**config.mk**
```make
export PLATFORM = sky130hd
export DESIGN_NAME = sent_output
export DESIGN_NICKNAME = d
export VERILOG_FILES = /design/src/design/sent_pkg.sv /design/src/design/sample_fifo.sv /design/src/design/sent_output.sv
export SDC_FILE = /design/constraint.sdc
export NUM_CORES = 1
export LEC_CHECK = 0
export ABC_CLOCK_PERIOD_IN_PS = 5440
export BUFFER_PORTS_ARGS = -buffer_cell sky130_fd_sc_hd__buf_2
export CAP_MARGIN = 20
export CORE_MARGIN = 5
export CORE_UTILIZATION = 49
export CTS_CLUSTER_DIAMETER = 150
export DETAILED_ROUTE_END_ITERATION = 7
export PLACE_DENSITY = 0.69
export SYNTH_ARGS = -nofsm -noshare
export SYNTH_HDL_FRONTEND = slang
export SYNTH_SLANG_ARGS = --single-unit
export TNS_END_PERCENT = 10
```
**constraint.sdc**
```tcl
create_clock -name REF_CLK -period 5.44 [get_ports REF_CLK]
set_input_delay 0.816 -clock REF_CLK [delete_from_list [all_inputs] [get_ports REF_CLK]]
set_output_delay 0.816 -clock REF_CLK [all_outputs]
set_load 0.005 [all_outputs]
```
**src/design/sent_pkg.sv**
```systemverilog
//==============================================================
// Purpose: Shared constants and carriers for the SENT output block
// Assumes: 125 MHz REF_CLK, config words loaded from non-volatile store
// Notes:   Field positions index into 24-bit configuration words
package sent_pkg;
  // Configuration word offsets (non-volatile addresses)
  localparam logic [7:0] SENT_FRAME_CONFIG_ADDR = 8'h17;
  localparam logic [7:0] CUSTOMER_CONFIG_ONE_ADDR = 8'h18;
  localparam logic [7:0] CUSTOMER_CONFIG_TWO_ADDR = 8'h19;
  localparam logic [7:0] ERROR_MASK_CONFIG_ADDR = 8'h1E;
  localparam logic [7:0] CUSTOMER_SCRATCH_WORD_ADDR = 8'h1F;
  // Fields of sent_frame_config
  localparam int DRIVE_LSB = 0;
  localparam int DRIVE_W = 3;
  localparam int TICK_LSB = 3;
  localparam int TICK_W = 8;
  localparam int MODE_LSB = 11;
  localparam int MODE_W = 3;
  localparam int SERIAL_LSB = 17;
  localparam int SERIAL_W = 2;
  localparam int PAUSE_BIT = 20;
  // Fields of customer_config_one
  localparam int THRESH_LSB = 0;
  localparam int THRESH_W = 11;
  localparam int SHARED_ID_LSB = 11;
  localparam int SHARED_ID_W = 3;
  // First error status word bit positions
  localparam int SUPPLY_LOSS_BIT = 0;
  localparam int MAGNET_LOSS_BIT = 1;
  localparam int LOGIC_FAULT_BIT = 2;
  localparam int TEMP_RANGE_BIT = 4;
  localparam int CORRECTED_BIT = 5;
  localparam int UNCORRECTABLE_BIT = 6;
  localparam logic [12:0] ERR_RESET_VALUE = 13'h0001;
  // Second error status word bit positions
  localparam int RING_TEST_BIT = 3;
  localparam int LOGIC_TEST_BIT = 4;
  // Frame timing in ticks
  localparam logic [6:0] LOW_TICKS = 7'd5;
  localparam logic [6:0] NIBBLE_BASE_TICKS = 7'd12;
  localparam logic [6:0] SYNC_TICKS = 7'd56;
  localparam logic [6:0] PAUSE_TICKS = 7'd64;
  localparam logic [3:0] CRC_SEED = 4'h5;
  // Self-test timing
  localparam int CLK_MHZ = 125;
  localparam int LOGIC_TEST_MS = 10;
  localparam int LOGIC_TEST_CYCLES = LOGIC_TEST_MS * 1000 * 1000 * CLK_MHZ / 1000;
  localparam int RING_DWELL_CYCLES = 8192;
  localparam int RING_ELEMENTS = 16;
  localparam int FIFO_DEPTH = 8;

  typedef enum logic [2:0] {MODE_STANDARD, MODE_TRIGGERED, MODE_ADDRESSED, MODE_POLLED}
    sent_mode_e;

  typedef struct packed {
    logic [23:0] sent_frame_config;
    logic [23:0] customer_config_one;
    logic [23:0] customer_config_two;
    logic [23:0] error_mask_config;
    logic [23:0] customer_scratch_word;
  } config_words_s;

  typedef struct packed {
    logic [3:0] status;
    logic [11:0] angle;
    logic [3:0] crc;
  } sent_frame_s;
endpackage

```
**src/design/sample_fifo.sv**
```systemverilog
//==============================================================
// Purpose: Small valid/ready FIFO for angle samples
// Assumes: Single clock, synchronous active-high reset
// Notes:   Full and empty are exact; no bypass path
module sample_fifo
  import sent_pkg::*;
#(
  parameter int WIDTH = 12,
  parameter int DEPTH = 8
)
(
  input wire logic clk,
  input wire logic reset,
  input wire logic in_valid,
  output logic in_ready,
  input wire logic [WIDTH-1:0] in_data,
  output logic out_valid,
  input wire logic out_ready,
  output logic [WIDTH-1:0] out_data
);
  localparam int AW = $clog2(DEPTH);
  logic [WIDTH-1:0] store [DEPTH];
  logic [AW-1:0] wr_ptr;
  logic [AW-1:0] rd_ptr;
  logic [AW:0] count;
  logic push;
  logic pop;

  assign in_ready = (count != (AW+1)'(DEPTH));
  assign out_valid = (count != '0);
  assign out_data = store[rd_ptr];
  assign push = in_valid && in_ready;
  assign pop = out_valid && out_ready;

  // Storage write
  always_ff @(posedge clk)
  begin
    if (push)
      store[wr_ptr] <= in_data;
  end

  // Pointers and occupancy
  always_ff @(posedge clk)
  begin
    if (reset)
    begin
      wr_ptr <= '0;
      rd_ptr <= '0;
      count <= '0;
    end
    else
    begin
      if (push)
        wr_ptr <= (wr_ptr == AW'(DEPTH - 1)) ? '0 : wr_ptr + 1'b1;
      if (pop)
        rd_ptr <= (rd_ptr == AW'(DEPTH - 1)) ? '0 : rd_ptr + 1'b1;
      count <= count + (AW+1)'(push) - (AW+1)'(pop);
    end
  end
endmodule

```
**src/design/sent_output.sv**
```systemverilog
//==============================================================
// Purpose: SENT frame transmitter with diagnostic flag keeping
// Assumes: Config words stable while frames run; angle input on REF_CLK
// Notes:   Line is open drain: low phase drives, high phase releases
// Behaviour
// - Angle scaled to 12-bit code, sent
// - Each nibble is low then high interval
// - Low interval always five ticks
// - High interval 7 to 22 ticks
// - Nibble totals 12 to 27 ticks
// - Tick period from tick-period config field
// - Frame order sync, status, data, CRC, pause
// - Status nibble carries status and serial bits
// - Standard mode streams frames unrequested
// - Triggered mode sends only on request
// - Shared line, addressed or polled devices
// - Falling slew set by drive field
// - Logic self-test records pass or fail
// - Logic test 10 ms, failures flagged
// - Ring self-test entered on request
// - Ring test biases each element, stores angles
// - Corrected and uncorrectable word flags
// - Internal logic fault flag
// - Magnet loss below field threshold
// - Supply loss flag set
// - Undervoltage drives separate UNDERVOLT_BIT output
// - All diagnostic flags readable
// - Supply flag set at start, host clears
// - Status word flags sticky until error reset; UNDERVOLT_BIT follows the pin
module sent_output
  import sent_pkg::*;
#(
  parameter int LOGIC_TEST_LEN = LOGIC_TEST_CYCLES,
  parameter int RING_DWELL = RING_DWELL_CYCLES
)
(
  input wire logic REF_CLK,
  input wire logic RESET,
  input wire config_words_s CONFIG,
  input wire logic ANGLE_VALID,
  input wire logic [15:0] ANGLE_RAW,
  output logic ANGLE_READY,
  input wire logic FRAME_REQ_PIN,
  input wire logic [2:0] FRAME_REQ_ID,
  input wire logic UNDERVOLT_PIN,
  input wire logic SUPPLY_LOST_PIN,
  input wire logic TEMP_BAD_PIN,
  input wire logic [10:0] FIELD_LEVEL,
  input wire logic WORD_CORRECTED,
  input wire logic WORD_UNCORRECTABLE,
  input wire logic LOGIC_FAULT,
  input wire logic ERROR_RESET,
  input wire logic LOGIC_TEST_START,
  input wire logic LOGIC_TEST_MISMATCH,
  input wire logic RING_TEST_REQ,
  input wire logic RING_ELEMENT_FAULT,
  input wire logic [3:0] RING_READ_IDX,
  output logic SENT_OUT,
  output logic SENT_OE_N,
  output logic [2:0] SENT_DRIVE,
  output logic [12:0] ERROR_STATUS,
  output logic [12:0] SECOND_ERROR_STATUS,
  output logic ERROR_ANY,
  output logic UNDERVOLT_BIT,
  output logic LOGIC_TEST_BUSY,
  output logic RING_BIAS_EN,
  output logic [3:0] RING_BIAS_SEL,
  output logic [11:0] RING_READ_ANGLE
);
  typedef enum logic [0:0] {FR_WAIT, FR_PULSE} frame_state_e;
  localparam int NSYNC = 4;

  //==============================================================
  // Pin synchronisers
  logic [NSYNC-1:0] pin_raw;
  logic [NSYNC-1:0] pin_meta;
  logic [NSYNC-1:0] pin_sync;
  logic req_prev;
  assign pin_raw = {FRAME_REQ_PIN, TEMP_BAD_PIN, SUPPLY_LOST_PIN, UNDERVOLT_PIN};

  // Two flops per pin; first stage read only by the second
  genvar gi;
  generate
    for (gi = 0; gi < NSYNC; gi++)
    begin : g_sync
      always_ff @(posedge REF_CLK)
      begin
        if (RESET)
        begin
          pin_meta[gi] <= 1'b0;
          pin_sync[gi] <= 1'b0;
        end
        else
        begin
          pin_meta[gi] <= pin_raw[gi];
          pin_sync[gi] <= pin_meta[gi];
        end
      end
    end
  endgenerate

  logic undervolt;
  logic supply_lost;
  logic temp_bad;
  logic req_pulse;
  assign undervolt = pin_sync[0];
  assign supply_lost = pin_sync[1];
  assign temp_bad = pin_sync[2];
  assign req_pulse = pin_sync[3] && !req_prev;

  always_ff @(posedge REF_CLK)
  begin
    if (RESET)
      req_prev <= 1'b0;
    else
      req_prev <= pin_sync[3];
  end

  //==============================================================
  // Config decode
  sent_mode_e mode;
  logic [TICK_W-1:0] tick_field;
  logic [SERIAL_W-1:0] serial_sel;
  logic pause_en;
  logic [2:0] shared_id;
  assign mode = sent_mode_e'(CONFIG.sent_frame_config[MODE_LSB +: MODE_W]);
  assign tick_field = CONFIG.sent_frame_config[TICK_LSB +: TICK_W];
  assign serial_sel = CONFIG.sent_frame_config[SERIAL_LSB +: SERIAL_W];
  assign pause_en = CONFIG.sent_frame_config[PAUSE_BIT];
  assign shared_id = CONFIG.customer_config_one[SHARED_ID_LSB +: SHARED_ID_W];

  // Drive strength word passes to the pad slew control
  always_ff @(posedge REF_CLK)
  begin
    if (RESET)
      SENT_DRIVE <= '0;
    else
      SENT_DRIVE <= CONFIG.sent_frame_config[DRIVE_LSB +: DRIVE_W];
  end

  //==============================================================
  // Angle sample buffer; top 12 bits give the full-turn code
  logic fifo_out_valid;
  logic fifo_pop;
  logic [11:0] fifo_out_data;
  sample_fifo #(.WIDTH(12), .DEPTH(FIFO_DEPTH)) u_fifo (
    .clk(REF_CLK),
    .reset(RESET),
    .in_valid(ANGLE_VALID),
    .in_ready(ANGLE_READY),
    .in_data(ANGLE_RAW[15:4]),
    .out_valid(fifo_out_valid),
    .out_ready(fifo_pop),
    .out_data(fifo_out_data)
  );

  //==============================================================
  // Tick generator: field of zero is treated as one cycle; restarted at frame start
  logic [TICK_W-1:0] div_cnt;
  logic start_frame;
  logic frame_end;
  logic tick;
  assign tick = (div_cnt == '0);

  always_ff @(posedge REF_CLK)
  begin
    if (RESET)
      div_cnt <= '0;
    else if (tick || start_frame)
      div_cnt <= (tick_field == '0) ? '0 : tick_field - 1'b1;
    else
      div_cnt <= div_cnt - 1'b1;
  end

  //==============================================================
  // Frame content
  function automatic logic [3:0] crc4(input logic [15:0] nibs);
    logic [3:0] tbl [16];
    logic [3:0] c;
    tbl = '{4'h0, 4'hD, 4'h7, 4'hA, 4'hE, 4'h3, 4'h9, 4'h4,
            4'h1, 4'hC, 4'h6, 4'hB, 4'hF, 4'h2, 4'h8, 4'h5};
    c = CRC_SEED;
    for (int i = 3; i >= 0; i--)
      c = nibs[i*4 +: 4] ^ tbl[c];
    c = tbl[c];
    return c;
  endfunction

  frame_state_e state;
  sent_frame_s frame;
  sent_frame_s next_frame;
  logic [11:0] last_angle;
  logic [2:0] seg;
  logic [6:0] tick_cnt;
  logic [6:0] seg_len;
  logic [2:0] poll_slot;
  logic frame_count;
  logic req_hit;

  // Triggered mode waits for any request, shared modes for a matching one
  always_comb
  begin
    case (mode)
      MODE_STANDARD: req_hit = 1'b1;
      MODE_TRIGGERED: req_hit = req_pulse;
      MODE_ADDRESSED: req_hit = req_pulse && (FRAME_REQ_ID == shared_id);
      MODE_POLLED: req_hit = req_pulse && (poll_slot == shared_id);
      default: req_hit = 1'b0;
    endcase
  end

  // Standard mode chains frames with no idle cycle, so the crc nibble keeps its length
  assign frame_end = (state == FR_PULSE) && tick && (tick_cnt == seg_len - 1'b1)
    && (seg == 3'd6 || (seg == 3'd5 && !pause_en));
  assign start_frame = req_hit && ((state == FR_WAIT) || (frame_end && mode == MODE_STANDARD));
  assign fifo_pop = start_frame;

  // Oldest buffered sample if one waits, otherwise the last one sent
  always_comb
  begin
    next_frame.angle = fifo_out_valid ? fifo_out_data : last_angle;
    next_frame.status[1:0] = {1'b0, ERROR_ANY};
    next_frame.status[3:2] = (serial_sel == '0) ? 2'b00 : {frame_count, serial_sel[0]};
    next_frame.crc = crc4({next_frame.status, next_frame.angle});
  end

  // Pulse length: sync, four content nibbles then crc, optional pause
  always_comb
  begin
    case (seg)
      3'd0: seg_len = SYNC_TICKS;
      3'd1: seg_len = NIBBLE_BASE_TICKS + {3'b000, frame.status};
      3'd2: seg_len = NIBBLE_BASE_TICKS + {3'b000, frame.angle[11:8]};
      3'd3: seg_len = NIBBLE_BASE_TICKS + {3'b000, frame.angle[7:4]};
      3'd4: seg_len = NIBBLE_BASE_TICKS + {3'b000, frame.angle[3:0]};
      3'd5: seg_len = NIBBLE_BASE_TICKS + {3'b000, frame.crc};
      default: seg_len = PAUSE_TICKS;
    endcase
  end

  // Frame sequencer
  always_ff @(posedge REF_CLK)
  begin
    if (RESET)
    begin
      state <= FR_WAIT;
      seg <= '0;
      tick_cnt <= '0;
      frame <= '0;
      last_angle <= '0;
      frame_count <= 1'b0;
    end
    else if (start_frame)
    begin
      frame <= next_frame;
      last_angle <= next_frame.angle;
      frame_count <= !frame_count;
      seg <= '0;
      tick_cnt <= '0;
      state <= FR_PULSE;
    end
    else
    begin
      case (state)
        FR_WAIT:
          state <= FR_WAIT;
        FR_PULSE:
          if (tick)
          begin
            if (tick_cnt == seg_len - 1'b1)
            begin
              tick_cnt <= '0;
              if (seg == 3'd6 || (seg == 3'd5 && !pause_en))
                state <= FR_WAIT;
              else
                seg <= seg + 1'b1;
            end
            else
              tick_cnt <= tick_cnt + 1'b1;
          end
        default:
          state <= FR_WAIT;
      endcase
    end
  end

  // Polled slot advances on every request seen on the shared line
  always_ff @(posedge REF_CLK)
  begin
    if (RESET || mode != MODE_POLLED)
      poll_slot <= '0;
    else if (req_pulse)
      poll_slot <= poll_slot + 1'b1;
  end

  // Line drive: low for the first five ticks of each pulse
  logic line_low;
  assign line_low = (state == FR_PULSE) && (tick_cnt < LOW_TICKS);
  always_ff @(posedge REF_CLK)
  begin
    if (RESET)
    begin
      SENT_OUT <= 1'b1;
      SENT_OE_N <= 1'b1;
    end
    else
    begin
      SENT_OUT <= !line_low;
      SENT_OE_N <= !line_low;
    end
  end

  //==============================================================
  // Logic self-test timer
  logic [31:0] lt_cnt;
  logic lt_fail;
  logic lt_done;
  assign lt_done = LOGIC_TEST_BUSY && (lt_cnt == 32'(LOGIC_TEST_LEN - 1));

  always_ff @(posedge REF_CLK)
  begin
    if (RESET)
    begin
      LOGIC_TEST_BUSY <= 1'b0;
      lt_cnt <= '0;
      lt_fail <= 1'b0;
    end
    else if (!LOGIC_TEST_BUSY)
    begin
      if (LOGIC_TEST_START)
      begin
        LOGIC_TEST_BUSY <= 1'b1;
        lt_cnt <= '0;
        lt_fail <= 1'b0;
      end
    end
    else
    begin
      lt_cnt <= lt_cnt + 1'b1;
      lt_fail <= lt_fail || LOGIC_TEST_MISMATCH;
      if (lt_done)
        LOGIC_TEST_BUSY <= 1'b0;
    end
  end

  //==============================================================
  // Ring self-test: dwell on each element, keep its angle
  logic [31:0] ring_cnt;
  logic ring_fail;
  logic ring_done;
  logic [11:0] ring_angle [RING_ELEMENTS];
  logic ring_step;
  assign ring_step = RING_BIAS_EN && (ring_cnt == 32'(RING_DWELL - 1));
  assign ring_done = ring_step && (RING_BIAS_SEL == 4'(RING_ELEMENTS - 1));

  always_ff @(posedge REF_CLK)
  begin
    if (RESET)
    begin
      RING_BIAS_EN <= 1'b0;
      RING_BIAS_SEL <= '0;
      ring_cnt <= '0;
      ring_fail <= 1'b0;
    end
    else if (!RING_BIAS_EN)
    begin
      if (RING_TEST_REQ)
      begin
        RING_BIAS_EN <= 1'b1;
        RING_BIAS_SEL <= '0;
        ring_cnt <= '0;
        ring_fail <= 1'b0;
      end
    end
    else
    begin
      ring_fail <= ring_fail || RING_ELEMENT_FAULT;
      ring_cnt <= ring_step ? '0 : ring_cnt + 1'b1;
      if (ring_done)
        RING_BIAS_EN <= 1'b0;
      else if (ring_step)
        RING_BIAS_SEL <= RING_BIAS_SEL + 1'b1;
    end
  end

  // Angle store, one word per element, captured at end of dwell
  always_ff @(posedge REF_CLK)
  begin
    if (ring_step)
      ring_angle[RING_BIAS_SEL] <= ANGLE_RAW[15:4];
    RING_READ_ANGLE <= ring_angle[RING_READ_IDX];
  end

  //==============================================================
  // Sticky error flags; a set in the clearing cycle survives
  logic [12:0] err_set;
  logic [12:0] second_error_status_set;
  logic [12:0] err_masked;
  logic magnet_low;
  assign magnet_low = FIELD_LEVEL < CONFIG.customer_config_one[THRESH_LSB +: THRESH_W];

  always_comb
  begin
    err_set = '0;
    err_set[SUPPLY_LOSS_BIT] = supply_lost;
    err_set[MAGNET_LOSS_BIT] = magnet_low;
    err_set[LOGIC_FAULT_BIT] = LOGIC_FAULT;
    err_set[TEMP_RANGE_BIT] = temp_bad;
    err_set[CORRECTED_BIT] = WORD_CORRECTED;
    err_set[UNCORRECTABLE_BIT] = WORD_UNCORRECTABLE;
    second_error_status_set = '0;
    second_error_status_set[LOGIC_TEST_BIT] = lt_done && (lt_fail || LOGIC_TEST_MISMATCH);
    second_error_status_set[RING_TEST_BIT] = ring_done && (ring_fail || RING_ELEMENT_FAULT);
  end

  always_ff @(posedge REF_CLK)
  begin
    if (RESET)
    begin
      ERROR_STATUS <= ERR_RESET_VALUE;
      SECOND_ERROR_STATUS <= '0;
    end
    else
    begin
      ERROR_STATUS <= (ERROR_RESET ? '0 : ERROR_STATUS) | err_set;
      SECOND_ERROR_STATUS <= (ERROR_RESET ? '0 : SECOND_ERROR_STATUS) | second_error_status_set;
    end
  end

  // Masked bits stay visible but do not raise the summary
  assign err_masked = ERROR_STATUS & ~CONFIG.error_mask_config[12:0];
  always_ff @(posedge REF_CLK)
  begin
    if (RESET)
    begin
      ERROR_ANY <= 1'b0;
      UNDERVOLT_BIT <= 1'b0;
    end
    else
    begin
      ERROR_ANY <= (|err_masked) || (|SECOND_ERROR_STATUS);
      UNDERVOLT_BIT <= undervolt;
    end
  end
endmodule

```
; ---- Word level (Yosys, flattened, before mapping)
; Memory sizes are Yosys's and may differ from the RTL's. A register that Yosys moved wholly into a read port is not among the register bits.
; Cells that the tools add are included.
[op_classes]
reduce_logical = 42
n_mux = 47
n_bitwise = 14
magnitude_cmp = 5
eq_ne = 21
n_addsub = 18
[op_table]
columns = operator, count
row1 = 32-bit 2-to-1 mux, 5
row2 = "32-bit by 1-bit adder with 32-bit output, second input constant", 2
row3 = 7-bit case mux with 6 select lines, 1
row4 = 4-bit 2-to-1 mux, 10
row5 = "32-bit by 13-bit == test with 1-bit output, second input constant", 1
row6 = "32-bit by 21-bit == test with 1-bit output, second input constant", 1
row7 = 13-bit 2-to-1 mux, 2
row8 = 13-bit OR reduction, 2
row9 = "4-bit by 4-bit adder with 5-bit output, first input constant", 5
row10 = 4-bit inverter with 5-bit output, 4
row11 = 1-bit 2-to-1 mux, 18
row12 = 1-bit logical AND, 17
row13 = 8-bit zero test, 2
row14 = 8-bit 2-to-1 mux, 2
row15 = "8-bit by 1-bit subtractor with 8-bit output, second input constant", 2
row16 = "3-bit == test, second input constant", 5
row17 = "5-bit >= comparator, second input constant", 3
row18 = 13-bit bitwise AND, 1
row19 = 13-bit inverter, 1
row20 = 13-bit by 5-bit bitwise OR with 13-bit output, 1
row21 = 13-bit by 7-bit bitwise OR with 13-bit output, 1
row22 = "3-bit by 1-bit adder with 3-bit output, second input constant", 4
row23 = "3-bit by 2-bit == test with 1-bit output, second input constant", 4
row24 = 12-bit 2-to-1 mux, 1
row25 = 33 further kinds, 52
[word_totals]
wordCells = 186
reg_bits = 161
input_bits = 169
romBits = 256
ram_bits = 288
mem_count = 6
[mem_list]
columns = memory, words, width, rd, rd_ports_with_merged_regs, write_ports, line_no
row1 = ring_angle, 16, 12, 1, 1, 1, sent_output.sv:351  ; logic [11:0] ring_angle [RING_ELEMENTS];
row2 = u_fifo.store, 8, 12, 1, 1, 1, sample_fifo.sv:22  ; logic [WIDTH-1:0] store [DEPTH];
row3 = (no name shown), 16, 4, 1, 1, 0, sent_output.sv:185  ; c = tbl[c];
row4 = (no name shown), 16, 4, 1, 0, 0, sent_output.sv:184  ; c = nibs[i*4 +: 4] ^ tbl[c];
row5 = (no name shown), 16, 4, 1, 0, 0, sent_output.sv:184
row6 = (no name shown), 16, 4, 1, 0, 0, sent_output.sv:184

; ---- Depth between registers and ports, before layout
[depth]
depth_word = 18
ltp_mapped = 22
depth_no_buf = 21

; ---- By module
; Synthesis repeated with hierarchy kept, for this count alone.
[hier_totals]
cells_unflattened = 1483
area_unflattened_um2 = 19772.7
[modules_own_cells]
columns = mod, area_per_inst_um2, cells_each, instances
row1 = sent_output, 15368.5, 1268, 1
row2 = sample_fifo, 4404.2, 215, 1

; ---- Worst setup path after synthesis
; OpenSTA, ideal clock, no wires.
[synth_path]
kind = flip-flop to flip-flop
startpoint = register seg[2]
endpoint = register u_fifo.count[1]
slack_ps = 911
path_stages_with_launch = 20
path_buffers = 1
t_arrival_ps = 4401
t_required_ps = 5312
path_cell_list = dfxtp_1 > buf_4 > inv_1 > ha_1 > a222oi_1 > nand2_1 > o21ai_0 > ha_1 > nand2b_1 > a21oi_1 > nor2_1 > or4_1 > nand4_2 > o2111ai_4 > a21oi_4 > ha_1 > inv_1 > ha_1 > fa_1 > nor2b_1
[synth_via]
elab_chain_len = 11
elab_cells_between_ends = 19
[synth_lines]
columns = item, line_no
row1 = "start, declared", sent_output.sv:193  ; logic [2:0] seg;
row2 = "start signal, assigned", sent_output.sv:276  ; seg <= seg + 1'b1;
row3 = 3-bit == test (tied with other cells), "sent_output.sv:214, sent_output.sv:230"
row4 = 7-bit case mux with 6 select lines, sent_output.sv:230  ; case (seg)
row5 = 7-bit by 1-bit subtractor with 7-bit output, sent_output.sv:213  ; assign frame_end = (state == FR_PULSE) && tick && (tick_cnt == seg_len - 1'b1)
row6 = 7-bit == test, sent_output.sv:213
row7 = 1-bit logical AND, sent_output.sv:213
row8 = 1-bit logical AND *, sent_output.sv:214  ; && (seg == 3'd6 || (seg == 3'd5 && !pause_en));
row9 = 1-bit logical AND *, sent_output.sv:215  ; assign start_frame = req_hit && ((state == FR_WAIT) || (frame_end && mode == MODE_STANDARD));
row10 = 1-bit logical OR *, sent_output.sv:215
row11 = 1-bit logical AND *, sent_output.sv:215
row12 = 1-bit logical AND *, sample_fifo.sv:33  ; assign pop = out_valid && out_ready;
row13 = 4-bit by 1-bit subtractor with 4-bit output *, sample_fifo.sv:57  ; count <= count + (AW+1)'(push) - (AW+1)'(pop);
row14 = "end signal, assigned", sample_fifo.sv:57
row15 = "end, declared", sample_fifo.sv:25  ; logic [AW:0] count;
; Every way passes the cells marked *; elsewhere a longest branch is shown, timed or not.
; A chain may end at the register's enable or synchronous reset.

; ---- Worst setup path in the final report
[layout_path]
startpoint = register seg[0]
endpoint = register u_fifo.count[3]
; Same word-level chain as after synthesis.

==> results by group <==
Clock tree
  – Root buf cell: clkbuf_16
  – Post-CTS Setup Bufs: 0
  – # hold bufs at CTS: 0
  – CTS Buf Count: 48
  – Longest Clk Path Bufs: 3
  – Worst-Skew Late Latency: 0.59 ns
  – CTS tree: done
  – Clock sink total: 450
  – H-tree lvl count: 2
  – Post_cts resized: 0
  – Clock Pin Slew Worst Setup and Hold Paths: 0.06 ns

Synth
  – Synth area leader: edfxtp_1
  – Ys Warns: 0
  – Post-synth cell types: 84
  – Syn Area/Cell: 13.31 sq um
  – Post-synth top flop: edfxtp_1
  – Cell count after synthesis: 1,467
  – FF+latch count, synth: 450
  – Sequential area share after synthesis: 60.92%
  – Async set-reset flop share out of synthesis: 0%
  – Ranking of synthesized cells by area: edfxtp_1, dfxtp_1, mux4_2
  – Mapped Area: 19,520 sq um
  – Post-synth top area share: 44.30%
  – Number of flops mapped to enable cells by yosys: 288

Floorplanning
  – Width of the die: 209.6 um
  – # rows: 73
  – Vert. Die Dim: 209.6 um
  – Core box area: 39,550 sq um
  – Die Footprint: 43,930 sq um
  – # IOs: 221
  – Initial Util: 49.36%

Worst setup path
  – Startpoint Class: flip-flop
  – Setup CP Type: flip-flop to flip-flop
  – FF-to-FF path depth: 21
  – Worst-path maximum fanout: 8
  – R2R Path Start: seg[0]
  – Data required time at the worst endpoint: 5.88 ns
  – Endpoint class of the critical path: flip-flop
  – RR Endpoint: u_fifo.count[3]
  – FF-to-FF setup slack: 0.42 ns
  – Data arrival, critical path: 5.46 ns

Drt
  – Drt total wl: 41,480 um
  – Via count: 12,320
  – 1st-pass router iterations: 5
  – Routed vias/inst: 5.727
  – DRT antenna net count: 0
  – Initial DRC count: 901
  – Remaining DRCs: 0
  – Post-DR wirelength/cell: 19.27 um

Timing
  – Post-route setup slack: 0.4152 ns
  – Final clock period utilization by the worst path: 92.37%
  – Final setup fails: 0
  – Final Max Tran Viols: 0
  – Hold Slack: 0.4276 ns
  – Slew Limit Headroom: 36.19%
  – RSZ-0062 raised after global routing: false
  – F_max: 199.0 MHz
  – Count of final hold-check violations: 0
  – Worst Skew: 0.02295 ns
  – Worst Max-Slew Pin Slew: 0.9572 ns
  – Setup TNS: 0 ns
  – Post-layout min period: 5.025 ns

Finish
  – Final core occ: 56.03%
  – Fraction of layout cells with a size suffix above 1: 20.41%
  – Fillcell total: 3,171
  – Antenna Cells: 0
  – Final #Nets: 1,798
  – Layout area overhead: 13.51%

Global routing
  – Initial antenna violation count: 0
  – Total gr overflow: 0
  – Largest net degree at the start of global routing: 72
  – Vias in the first global route: 11,880
  – GRT Total Usage: 18.60%
  – First-pass GRT wire length: 65,470 um

Pwr
  – Leakage: 7.612 nW
  – Pwr Density: 362.6 nW/um^2
  – VDD IR-drop max: 299.5 uV

Place
  – HPWL Detailed: 26,530 um
  – GPL Wtd Cong: 0.8310
  – Port-buffer cells: 115
  – Setup WS pre-CTS: 0.4714 ns

Hold path
  – HP Class: flip-flop to flip-flop
  – Hold depth: 1
  – WHS Endpoint: supply_lost
  – Hold path start: pin_meta[1]

Run status
  – Status: complete, no violations

Run
  – Maxcap violations: 0
## cells in the mapped netlist (all sizes together) (3+ instances only)
cell type / n
and3: 18
a22oi: 4
or4: 5
nand4: 18
o21a: 9
o211ai: 11
and4: 9
a21oi: 88
inv: 45
o31ai: 6
o41ai: 3
buf: 41
nand2b: 10
dfxtp: 162
nor2: 94
or3: 19
mux4: 84
a21o: 6
edfxtp: 288
mux2: 9
nand3: 56
a31oi: 9
o211a: 5
xor2: 14
or2: 6
a22o: 4
mux2i: 21
and2: 23
nand3b: 3
ha: 38
xnor2: 26
o2111ai: 3
clkbuf: 39
nor3b: 9
nor4: 19
a211oi: 4
a311oi: 10
nor3: 37
nand2: 98
nor2b: 19
o21ai: 62
a41oi: 4
## logic make-up (layout without fill, tap and decap cells)
kind of cell             count (synthesis)  count (layout)  synth area share, %
flip-flops                             450             450                60.92
buffers and inverters                  125             268                2.897
AO/OA/AOI/OAI                          243             243                8.166
multiplexers                           114             114                11.37
AND/OR/NAND/NOR                        453             453                12.06
other                                    1              18              0.01921
adder cells (fa/ha/maj)                 39              39                2.538
XOR/XNOR                                42              42                2.032
## layer usage
metal / track usage [%] / part of all wire (%) / up-vias
met5: 0 / 0 / -
met4: 4.050 / 1.6 / 0
met3: 4.066 / 6.2 / 47
met2: 30.49 / 49 / 345
met1: 25.85 / 43 / 6119
li1: - / - / 5813
## critical path, stage by stage (launching register included)
cell       delay, ns
dfxtp_1         0.39
inv_1           0.10
ha_1            0.30
a22o_1          0.26
a222oi_1        0.46
nand2_1         0.10
o21ai_0         0.09
ha_1            0.26
nand2b_1        0.14
a21oi_1         0.31
nor2_1          0.17
or4_1           0.52
nand4_2         0.16
o2111ai_4       0.17
a21oi_4         0.36
ha_1            0.22
inv_1           0.07
ha_1            0.27
a21o_1          0.16
a21oi_1         0.17
xnor2_1         0.14
nor2_1          0.05
## cells in the final DEF, fill, tap and decap left out, types with 9 or more instances in the layout
cell / instances
and3_1: 18
a21oi_1: 86
nor3_1: 32
inv_1: 45
buf_2: 113
nor4_1: 17
nor2_1: 93
nand3_1: 56
and4_1: 9
dfxtp_1: 162
clkbuf_1: 14
buf_4: 21
mux4_2: 84
nand2b_1: 10
o21ai_0: 59
conb_1: 18
xor2_1: 14
o211ai_1: 11
xnor2_1: 26
clkbuf_16: 49
or3_1: 19
nand4_1: 16
nand2_1: 98
a311oi_1: 10
edfxtp_1: 288
ha_1: 38
o21a_1: 9
and2_1: 22
nor2b_1: 19
mux2i_1: 20
## report_power, final
| part | leakage (nW) | internal [mW] | switching [mW] |
|---|---|---|---|
| clock network | 0.735 | 1.82 | 1.32 |
| logic | 2.96 | 0.499 | 0.572 |
| registers | 3.92 | 3.75 | 0.0795 |
## stage by stage
| step | cells | power, mW | instance area, sq um |
|---|---|---|---|
| after floorplan | 1484 | 4.693 | 19580 |
| after global placement | 2063 | 4.940 | 20600 |
| after detailed placement | 2063 | 4.969 | 20600 |
| after CTS | 2150 | 8.106 | 22130 |
| after global routing | 2152 | 8.391 | 22160 |
| final | 2152 | 8.035 | 22160 |
## worst max-delay path by stage
stage | start | endpoint | slack (ns) | cells past startpoint
2_1_floorplan | seg[2] | u_fifo.count[1] | 0.91 | 19
3_3_place_gp | seg[0] | u_fifo.count[1] | 0.60 | 19
3_5_place_dp | seg[0] | u_fifo.count[1] | 0.47 | 19
4_1_cts | seg[0] | u_fifo.count[1] | 0.45 | 19
5_1_grt | seg[0] | u_fifo.count[3] | 0.09 | 21
6_report | seg[0] | u_fifo.count[3] | 0.42 | 21
## cell type report
type | count | area, sq um | share of cell area [%]
Sequential cell | 450 | 11890 | 53.67
Multi-Input combinational cell | 909 | 7158 | 32.31
Clock buffer | 67 | 1334 | 6.020
Timing Repair Buffer | 136 | 749.5 | 3.382
Tap cell | 525 | 656.9 | 2.965
Clock inverter | 20 | 198.9 | 0.8978
Inverter | 45 | 168.9 | 0.7623
## sequential cells by signal, summed over array words and instances (netlist names), 6 cells and up, named ones only
name,count
u_fifo.store,96
lt_cnt,32
div_cnt,8
ERROR_STATUS,6
RING_READ_ANGLE,12
tick_cnt,7
ring_angle,192
frame,7
ring_cnt,32
last_angle,12
Note: power is estimated with default switching activity, not from simulation.
